$ cat config.mk
export PLATFORM = sky130hd
export DESIGN_NAME = data_addr_gen
export DESIGN_NICKNAME = d
export VERILOG_FILES = /design/src/logic/addr_gen_pkg.sv /design/src/logic/ptr_ctl_if.sv /design/src/logic/ptr_pair.sv /design/src/logic/data_addr_gen.sv
export SDC_FILE = /design/constraint.sdc
export NUM_CORES = 1
export LEC_CHECK = 0
export BUFFER_PORTS_ARGS = -buffer_cell sky130_fd_sc_hd__buf_2
export CAP_MARGIN = 20
export CELL_PAD_IN_SITES_DETAIL_PLACEMENT = 2
export CELL_PAD_IN_SITES_GLOBAL_PLACEMENT = 2
export CORE_MARGIN = 4
export CORE_UTILIZATION = 30
export CTS_BUF_LIST = sky130_fd_sc_hd__clkbuf_8
export CTS_CLUSTER_DIAMETER = 40
export DETAILED_ROUTE_END_ITERATION = 6
export PLACE_DENSITY = 0.87
export SYNTH_ARGS = -nofsm -noshare
export SYNTH_HDL_FRONTEND = slang
export SYNTH_HIERARCHICAL = 1
export SYNTH_SLANG_ARGS = --single-unit
$ cat constraint.sdc
create_clock -name core_clk_i -period 8.6 [get_ports core_clk_i]
set_input_delay 0.43 -clock core_clk_i [delete_from_list [all_inputs] [get_ports core_clk_i]]
set_output_delay 0.43 -clock core_clk_i [all_outputs]
set_load 0.05 [all_outputs]
$ cat src/logic/addr_gen_pkg.sv
package addr_gen_pkg;
    localparam int ADDR_W    = 12;
    localparam int BYTE_W    = 8;
    localparam int JUMP_W    = 20;
    localparam int NUM_PAIRS = 3;
    localparam int HI_USED_W = 4;
    localparam int JUMP_HI_W = 12;
    // Opcode field positions
    localparam int OP_A_BIT  = 8;
    localparam int OP_D_BIT  = 9;
    // Access bank split and the bank its upper part maps to
    localparam logic [7:0] ACCESS_SPLIT   = 8'h60;
    localparam logic [3:0] ACCESS_HI_BANK = 4'hF;
    localparam logic [3:0] ACCESS_LO_BANK = 4'h0;
    // Virtual operand block of each pair, counted down from its plain operand
    localparam logic [11:0] IND_OPERAND_ONE_ADDR = 12'hFE7;
    localparam logic [11:0] VOP_BASE_0 = 12'hFEF;
    localparam logic [11:0] VOP_BASE_2 = 12'hFDF;
    localparam logic [11:0] VOP_SPAN   = 12'h007;
    localparam logic [11:0] PTR_RESET  = 12'h000;
    localparam logic [11:0] STEP_ONE   = 12'h001;

    typedef enum logic [1:0] {
        KIND_FILE = 2'h0,
        KIND_LONG = 2'h1,
        KIND_JUMP = 2'h3
    } req_kind_t;

    // Down-counted slot within a pair's block, plus one
    typedef enum logic [2:0] {
        VK_NONE, VK_INDF, VK_POST_INCREMENT_OPERAND, VK_POST_DECREMENT_OPERAND, VK_PRE_INCREMENT_OPERAND, VK_W_OFFSET_OPERAND, VK_HI, VK_LO
    } vk_t;

    typedef struct packed {
        vk_t        kind;
        logic [1:0] pair;
    } vdec_t;
endpackage

$ cat src/logic/ptr_ctl_if.sv
`timescale 1ns/100ps
// Control and value of one pointer pair
interface ptr_ctl_if;
    logic        ld_lo;
    logic        ld_hi;
    logic        inc;
    logic        dec;
    logic [7:0]  wbyte;
    logic [11:0] value;
    modport owner (input ld_lo, input ld_hi, input inc, input dec, input wbyte, output value);
    modport user  (output ld_lo, output ld_hi, output inc, output dec, output wbyte, input value);
endinterface

$ cat src/logic/ptr_pair.sv
`timescale 1ns/100ps
module ptr_pair (
    input  wire logic core_clk_i,
    input  wire logic rst_b_i,
    ptr_ctl_if.owner  ctl
);
    import addr_gen_pkg::*;

    typedef struct packed {
        logic [ADDR_W-1:0] val;
    } pp_st_t;

    pp_st_t st;
    pp_st_t next_st;

    // A byte load wins over a step, so a value stored through the pair's own
    // operand is kept exactly as written
    always_comb begin
        next_st = st;
        if (ctl.ld_lo) begin
            next_st.val[7:0] = ctl.wbyte;
        end else if (ctl.ld_hi) begin
            next_st.val[ADDR_W-1:BYTE_W] = ctl.wbyte[HI_USED_W-1:0];
        end else if (ctl.inc) begin
            next_st.val = st.val + STEP_ONE;
        end else if (ctl.dec) begin
            next_st.val = st.val - STEP_ONE;
        end
    end

    // Twelve bits held, so the unused high nibble has no storage
    always_ff @(posedge core_clk_i) begin
        if (!rst_b_i) begin
            st.val <= PTR_RESET;
        end else begin
            st <= next_st;
        end
    end

    assign ctl.value = st.val;
endmodule

$ cat src/logic/data_addr_gen.sv
`timescale 1ns/100ps
module data_addr_gen (
    input  wire logic                           core_clk_i,
    input  wire logic                           rst_b_i,
    input  wire logic                           req_valid_i,
    input  wire addr_gen_pkg::req_kind_t        req_kind_i,
    input  wire logic                           req_write_i,
    input  wire logic [15:0]                    op_word_i,
    input  wire logic [15:0]                    op_hi_i,
    input  wire logic [addr_gen_pkg::ADDR_W-1:0] long_addr_i,
    input  wire logic                           d_present_i,
    input  wire logic                           implied_file_i,
    input  wire logic [7:0]                     wdata_i,
    input  wire logic [7:0]                     w_i,
    input  wire logic [3:0]                     bank_sel_i,
    input  wire logic [7:0]                     ram_rdata_i,
    output logic [addr_gen_pkg::ADDR_W-1:0]     ram_addr_o,
    output logic                                ram_re_o,
    output logic                                ram_we_o,
    output logic [7:0]                          ram_wdata_o,
    output logic                                rd_valid_o,
    output logic [7:0]                          rd_data_o,
    output logic                                dest_file_o,
    output logic [addr_gen_pkg::ADDR_W-1:0]     res_addr_o,
    output logic                                jump_valid_o,
    output logic [addr_gen_pkg::JUMP_W-1:0]     jump_target_o
);
    import addr_gen_pkg::*;

    typedef struct packed {
        logic [ADDR_W-1:0] ram_addr;
        logic              ram_re;
        logic              ram_we;
        logic [7:0]        ram_wdata;
        logic              s1_rd;
        logic              s1_int;
        logic [7:0]        s1_val;
        logic              s1_dest;
        logic [ADDR_W-1:0] s1_addr;
        logic              rd_valid;
        logic [7:0]        rd_data;
        logic              dest_file;
        logic [ADDR_W-1:0] res_addr;
        logic              jump_valid;
        logic [JUMP_W-1:0] jump_target;
    } st_t;

    st_t                    st;
    st_t                    next_st;
    logic [ADDR_W-1:0]      ptr_val [NUM_PAIRS];
    logic [NUM_PAIRS-1:0]   ld_lo;
    logic [NUM_PAIRS-1:0]   ld_hi;
    logic [NUM_PAIRS-1:0]   inc;
    logic [NUM_PAIRS-1:0]   dec;
    logic [ADDR_W-1:0]      dir;
    logic [ADDR_W-1:0]      tgt;
    logic [ADDR_W-1:0]      cur_ptr;
    vdec_t                  dv;
    vdec_t                  tv;
    logic                   indirect;
    logic                   tgt_virt;

    // Base of each pair's operand block, plain operand first
    function automatic logic [ADDR_W-1:0] vop_base(input int i);
        logic [ADDR_W-1:0] b;
        b = VOP_BASE_2;
        if (i == 0) begin
            b = VOP_BASE_0;
        end else if (i == 1) begin
            b = IND_OPERAND_ONE_ADDR;
        end
        return b;
    endfunction

    // Classify an address as a virtual operand or pointer byte of some pair
    function automatic vdec_t vdecode(input logic [ADDR_W-1:0] a);
        vdec_t             r;
        logic [ADDR_W-1:0] off;
        r.kind = VK_NONE;
        r.pair = 2'h0;
        for (int i = 0; i < NUM_PAIRS; i++) begin
            off = vop_base(i) - a;
            if (off < VOP_SPAN) begin
                r.kind = vk_t'(off[2:0] + 3'h1);
                r.pair = 2'(i);
            end
        end
        return r;
    endfunction

    // One pointer pair per instance
    for (genvar g = 0; g < NUM_PAIRS; g++) begin : g_pair
        ptr_ctl_if pif ();
        assign pif.ld_lo = ld_lo[g];
        assign pif.ld_hi = ld_hi[g];
        assign pif.inc   = inc[g];
        assign pif.dec   = dec[g];
        assign pif.wbyte = wdata_i;
        assign ptr_val[g] = pif.value;
        ptr_pair u_pair (
            .core_clk_i (core_clk_i),
            .rst_b_i    (rst_b_i),
            .ctl        (pif.owner)
        );
    end

    // Direct address: long moves bypass banking, else bank bit picks the map
    always_comb begin
        if (req_kind_i == KIND_LONG) begin
            dir = long_addr_i;
        end else if (op_word_i[OP_A_BIT]) begin
            dir = {bank_sel_i, op_word_i[7:0]};
        end else if (op_word_i[7:0] >= ACCESS_SPLIT) begin
            dir = {ACCESS_HI_BANK, op_word_i[7:0]};
        end else begin
            dir = {ACCESS_LO_BANK, op_word_i[7:0]};
        end
    end

    // Indirect target comes from the pointer, plus one for pre-increment and W for the offset operand, never from the bank
    always_comb begin
        dv       = vdecode(dir);
        cur_ptr  = ptr_val[dv.pair];
        indirect = dv.kind inside {VK_INDF, VK_POST_INCREMENT_OPERAND, VK_POST_DECREMENT_OPERAND, VK_PRE_INCREMENT_OPERAND, VK_W_OFFSET_OPERAND};
        case (dv.kind)
            VK_INDF:    tgt = cur_ptr;
            VK_POST_INCREMENT_OPERAND: tgt = cur_ptr;
            VK_POST_DECREMENT_OPERAND: tgt = cur_ptr;
            VK_PRE_INCREMENT_OPERAND:  tgt = cur_ptr + STEP_ONE;
            VK_W_OFFSET_OPERAND:   tgt = cur_ptr + {{HI_USED_W{w_i[7]}}, w_i};
            default:    tgt = dir;
        endcase
        tv       = vdecode(tgt);
        tgt_virt = indirect && tv.kind inside {VK_INDF, VK_POST_INCREMENT_OPERAND, VK_POST_DECREMENT_OPERAND,
                                               VK_PRE_INCREMENT_OPERAND, VK_W_OFFSET_OPERAND};
    end

    // Request handling and the read-return stage
    always_comb begin
        next_st            = st;
        next_st.ram_re     = 1'b0;
        next_st.ram_we     = 1'b0;
        next_st.s1_rd      = 1'b0;
        next_st.rd_valid   = 1'b0;
        next_st.jump_valid = 1'b0;
        ld_lo              = '0;
        ld_hi              = '0;
        inc                = '0;
        dec                = '0;
        // RAM read data is taken in the cycle the strobe stands
        if (st.s1_rd) begin
            next_st.rd_valid  = 1'b1;
            next_st.rd_data   = st.s1_int ? st.s1_val : ram_rdata_i;
            next_st.dest_file = st.s1_dest;
            next_st.res_addr  = st.s1_addr;
        end
        if (req_valid_i && req_kind_i == KIND_JUMP) begin
            next_st.jump_valid  = 1'b1;
            next_st.jump_target = {op_hi_i[JUMP_HI_W-1:0], op_word_i[7:0]};
        end else if (req_valid_i) begin
            next_st.s1_rd   = !req_write_i;
            next_st.s1_int  = 1'b1;
            next_st.s1_val  = 8'h00;
            next_st.s1_addr = tgt;
            // Without a d bit the instruction supplies its own destination
            next_st.s1_dest = d_present_i ? op_word_i[OP_D_BIT] : implied_file_i;
            // Only pointer moves happen here; status flags live elsewhere
            if (dv.kind inside {VK_POST_INCREMENT_OPERAND, VK_PRE_INCREMENT_OPERAND}) begin
                inc[dv.pair] = 1'b1;
            end else if (dv.kind == VK_POST_DECREMENT_OPERAND) begin
                dec[dv.pair] = 1'b1;
            end
            if (tgt_virt) begin
                // Reads return the zero preset, writes are dropped
                next_st.s1_val = 8'h00;
            end else if (tv.kind == VK_LO || tv.kind == VK_HI) begin
                // Pointer bytes are plain registers to every access
                if (req_write_i) begin
                    ld_lo[tv.pair] = tv.kind == VK_LO;
                    ld_hi[tv.pair] = tv.kind == VK_HI;
                    if (indirect && tv.pair == dv.pair) begin
                        inc[dv.pair] = 1'b0;
                        dec[dv.pair] = 1'b0;
                    end
                end else if (tv.kind == VK_LO) begin
                    next_st.s1_val = ptr_val[tv.pair][7:0];
                end else begin
                    next_st.s1_val = {4'h0, ptr_val[tv.pair][ADDR_W-1:BYTE_W]};
                end
            end else begin
                // Everything else, other special registers included, goes to RAM
                next_st.s1_int    = 1'b0;
                next_st.ram_addr  = tgt;
                next_st.ram_re    = !req_write_i;
                next_st.ram_we    = req_write_i;
                next_st.ram_wdata = wdata_i;
            end
        end
    end

    // Synchronous reset clears the outputs and the return stage together
    always_ff @(posedge core_clk_i) begin
        if (!rst_b_i) begin
            st <= '0;
        end else begin
            st <= next_st;
        end
    end

    assign ram_addr_o    = st.ram_addr;
    assign ram_re_o      = st.ram_re;
    assign ram_we_o      = st.ram_we;
    assign ram_wdata_o   = st.ram_wdata;
    assign rd_valid_o    = st.rd_valid;
    assign rd_data_o     = st.rd_data;
    assign dest_file_o   = st.dest_file;
    assign res_addr_o    = st.res_addr;
    assign jump_valid_o  = st.jump_valid;
    assign jump_target_o = st.jump_target;

    logic file_req;
    logic plain_req;
    logic data_req;
    assign file_req  = req_valid_i && req_kind_i == KIND_FILE;
    assign plain_req = req_valid_i && req_kind_i != KIND_JUMP && dv.kind == VK_NONE;
    // Jumps carry no operand, so pointer checks look at data requests only
    assign data_req  = req_valid_i && req_kind_i != KIND_JUMP;
endmodule

==> flow_summary.ini <==
[outcome]
status = finished, final reports clean

[timing]
slew-limit-headroom = 0.2964
setup_viol = 0
hold_viol_final = 0
maxSlewViolCount = 0
timing.hold.ws_ns = 0.1822
period_share = 0.9926
timing.fmax_ghz = 0.1171
tightest_slew_ns = 1.053
period_minus_slack_ns = 8.537
fin_worst_skew_ns = 0.04156

[job]
maxCapViolations = 0

[synthesis]
synth_common_cells = 144 x nand2_1, 124 x dfxtp_1, 122 x nor2_1
ys_ff_latch = 124
yosysUniqueCellTypes = 88
synthFlopType = dfxtp_1
synth-seq-area-share = 0.2706
yosysWarnings = 6
synthArstFlopShare = 0
synthMostInstantiatedCell = nand2_1
synth_edf_count = 0
synthTopCellsByArea = dfxtp_1 27%, ha_1 6.5%, nand2_1 5.9%, buf_4 5.1%, mux2i_1 5.0%
netlist.area_leader.share = 0.2706
yosysTopAreaCell = dfxtp_1
synth_nets = 1261
synth_area_um2 = 9175
syn_area_per_cell_um2 = 8.127
syn_inst = 1129

[critical_path]
r2r_start = g_pair[1].u_pair/ctl.value[0]
crit_path_frequent_cell = ha_1
startpoint_type = primary input
max_stage_delay_ns = 0.48
cp.arrival_ns = 8.97
critPathRequiredTime_ns = 9.03
reg2reg_to = g_pair[1].u_pair/ctl.value[11]
worstPathMaxFanout = 12
r2r_setup_slack_ns = 1.64
worstSetupEndpointType = register
path_class = primary input to register
cp_slowest_cell = ha_1
reg2reg_depth = 30
cpLargestDelayFamily = compound AO/OA/AOI/OAI gates
worst-path-buf-inv = 5

[finish]
final_util = 0.3552
syn_to_final_growth_pct = 15.67
final_nets = 1368
drive_gt1_frac = 0.2506
antenna_cells = 0

[pwr]
seqPwrFrac = 0.407
cellLeakagePower_uw = 0.004640
power.switching_uw = 516.3
power_uw = 1493
power_density_nw_per_um2 = 140.7
swShare = 0.3459
power_frac_comb = 0.208
clockPowerShare = 0.385
ir_drop_mv = 0.09924
p_int_uw = 976.4

[clock_network]
clk_path_buf_depth = 2
cts_tree = done
clkSinkCount = 124
cts_inserted_buffers = 17
cts_root_buf = clkbuf_8
htree_levels = 4
clkLatencyLatePin_ns = 0.51
clk_pin_slew_worst_paths_ns = 0.09
ctsHoldBuffers = 0

[routing]
vias = 9669
ant_nets = 0
first_pass_iters = 5
routed_via_density = 5.899
drc_errors = 0
drt-initial-drc-count = 771
routed_wl_mm = 41.74
routedWlPerCell_um = 25.47

[global_routing]
grt_max_degree = 66
track_usage = 0.2302
grt-ovfl-total = 0
antenna_found_initial = 0
grt_pass1_vias = 10330
grt_pass1_wl_mm = 60.98

[floorplanning]
dieWidth_um = 182.9
io_pins = 145
rows = 63
die-area_um2 = 33450
initial_core_util = 0.3071
core_area_um2 = 29870
die-height_um = 182.9

[place]
place_congestion = 0.8990
io_buffers = 134
hpwl_mm = 27.35

[hold_path]
holdCritStartpoint = op_hi_i[9]
min_path_type = primary input to register
hold_path_depth = 3
holdPathEnd = jump_target_o[17]
==> registers in the layout (all words and copies together), names as in the netlist <==
signal and cells:
g_pair.u_pair/ctl.value 36, rd_valid_o 1, ram_re_o 1, st 23, ram_addr_o 12, ram_we_o 1, dest_file_o 1, jump_valid_o 1
ram_wdata_o 8, rd_data_o 8, jump_target_o 20, res_addr_o 12
==> how the worst max path moves through the flow <==
stage                                                 to     startpoint  cells after the start
after detailed placement   g_pair[0].u_pair/ctl.value[7]  req_kind_i[0]                     37
final                     g_pair[1].u_pair/ctl.value[11]  req_kind_i[0]                     39
after global placement     g_pair[0].u_pair/ctl.value[7]  req_kind_i[0]                     37
after CTS                 g_pair[2].u_pair/ctl.value[11]  req_kind_i[1]                     39
after floorplan            g_pair[0].u_pair/ctl.value[8]  req_kind_i[0]                     37
after global routing      g_pair[2].u_pair/ctl.value[11]  req_kind_i[1]                     40
==> area by class of cell <==
class / instances / area, µm²
fill: 3415 / 19260
clock buffer: 17 / 234.0
clock inverter: 15 / 175.2
timing repair buffer: 202 / 1185
tap: 390 / 488.0
sequential: 124 / 2482
inverter: 19 / 73.82
multi-input combinational: 872 / 5974
==> placed cells by master, fill, tap and decap left out, drive strengths merged, types with 7 or more instances in the layout <==
cell type	n
a211oi	32
a21oi	91
a21o	17
xnor2	31
o211a	18
xor2	12
o22ai	24
and3	23
buf	202
nor2b	10
or3	7
nor2	125
o31ai	9
nand3b	9
nor3	24
ha	48
and2	9
nand4	8
clkinv	7
nand2	145
o21ai	34
nand3	31
o211ai	22
inv	22
o21a	7
nand2b	9
mux2i	48
clkbuf	17
dfxtp	124
==> cells by family (layout without fill, tap and decap cells) <==
kind of cell	Yosys count	after routing	synth area share
simple gates	422	422	0.2160
compound gates	307	307	0.2530
buf+inv	133	253	0.09028
flops	124	124	0.2706
fa+ha+maj	52	52	0.07419
mux	48	48	0.05414
xor+xnor	43	43	0.04187
==> worst reg2reg max path: cells and delay by family (launching register included) <==
family	cells	cell delay, ns
compound gates	16	3.23
fa+ha+maj	4	1.46
simple gates	6	1.05
flops	1	0.42
buf+inv	2	0.31
mux	1	0.24
xor+xnor	1	0.20
==> metal layers <==
layer / vias to the layer above / global-route usage / part of all wire
met5: - / 0 / 0
met4: 0 / 0.1111 / 0.050
met3: 134 / 0.04165 / 0.057
met2: 417 / 0.4017 / 0.49
met1: 4891 / 0.2731 / 0.40
li1: 4227 / - / -
==> timing repair <==
| item | in CTS | in global routing |
|---|---|---|
| setup buffers | 1 | 9 |
| cloned | 0 | 0 |
| setup endpoints to repair | 23 | 25 |
| pin swaps | 0 | 6 |
| resized for setup | 9 | 19 |
==> metrics by stage <==
step                std cells  setup slack (ns)   TNS, ns  instance area, µm²
global placement         1597          -0.02816  -0.02816               10020
global route             1639           -0.1795    -1.606               10610
floorplan                1129            0.2685         0                9175
CTS                      1630           0.03962         0               10470
detailed placement       1597           -0.4826    -5.946               10020
finish                   1639           0.06330         0               10610
==> power by group through the flow <==
stage | logic (µW) | registers [µW] | clock network (µW)
floorplan | 200 | 617 | 0
global placement | 267 | 617 | 0
detailed placement | 280 | 618 | 0
CTS | 294 | 607 | 577
global route | 324 | 609 | 606
finish | 310 | 607 | 575
Note: power is estimated with default switching activity, not from simulation.
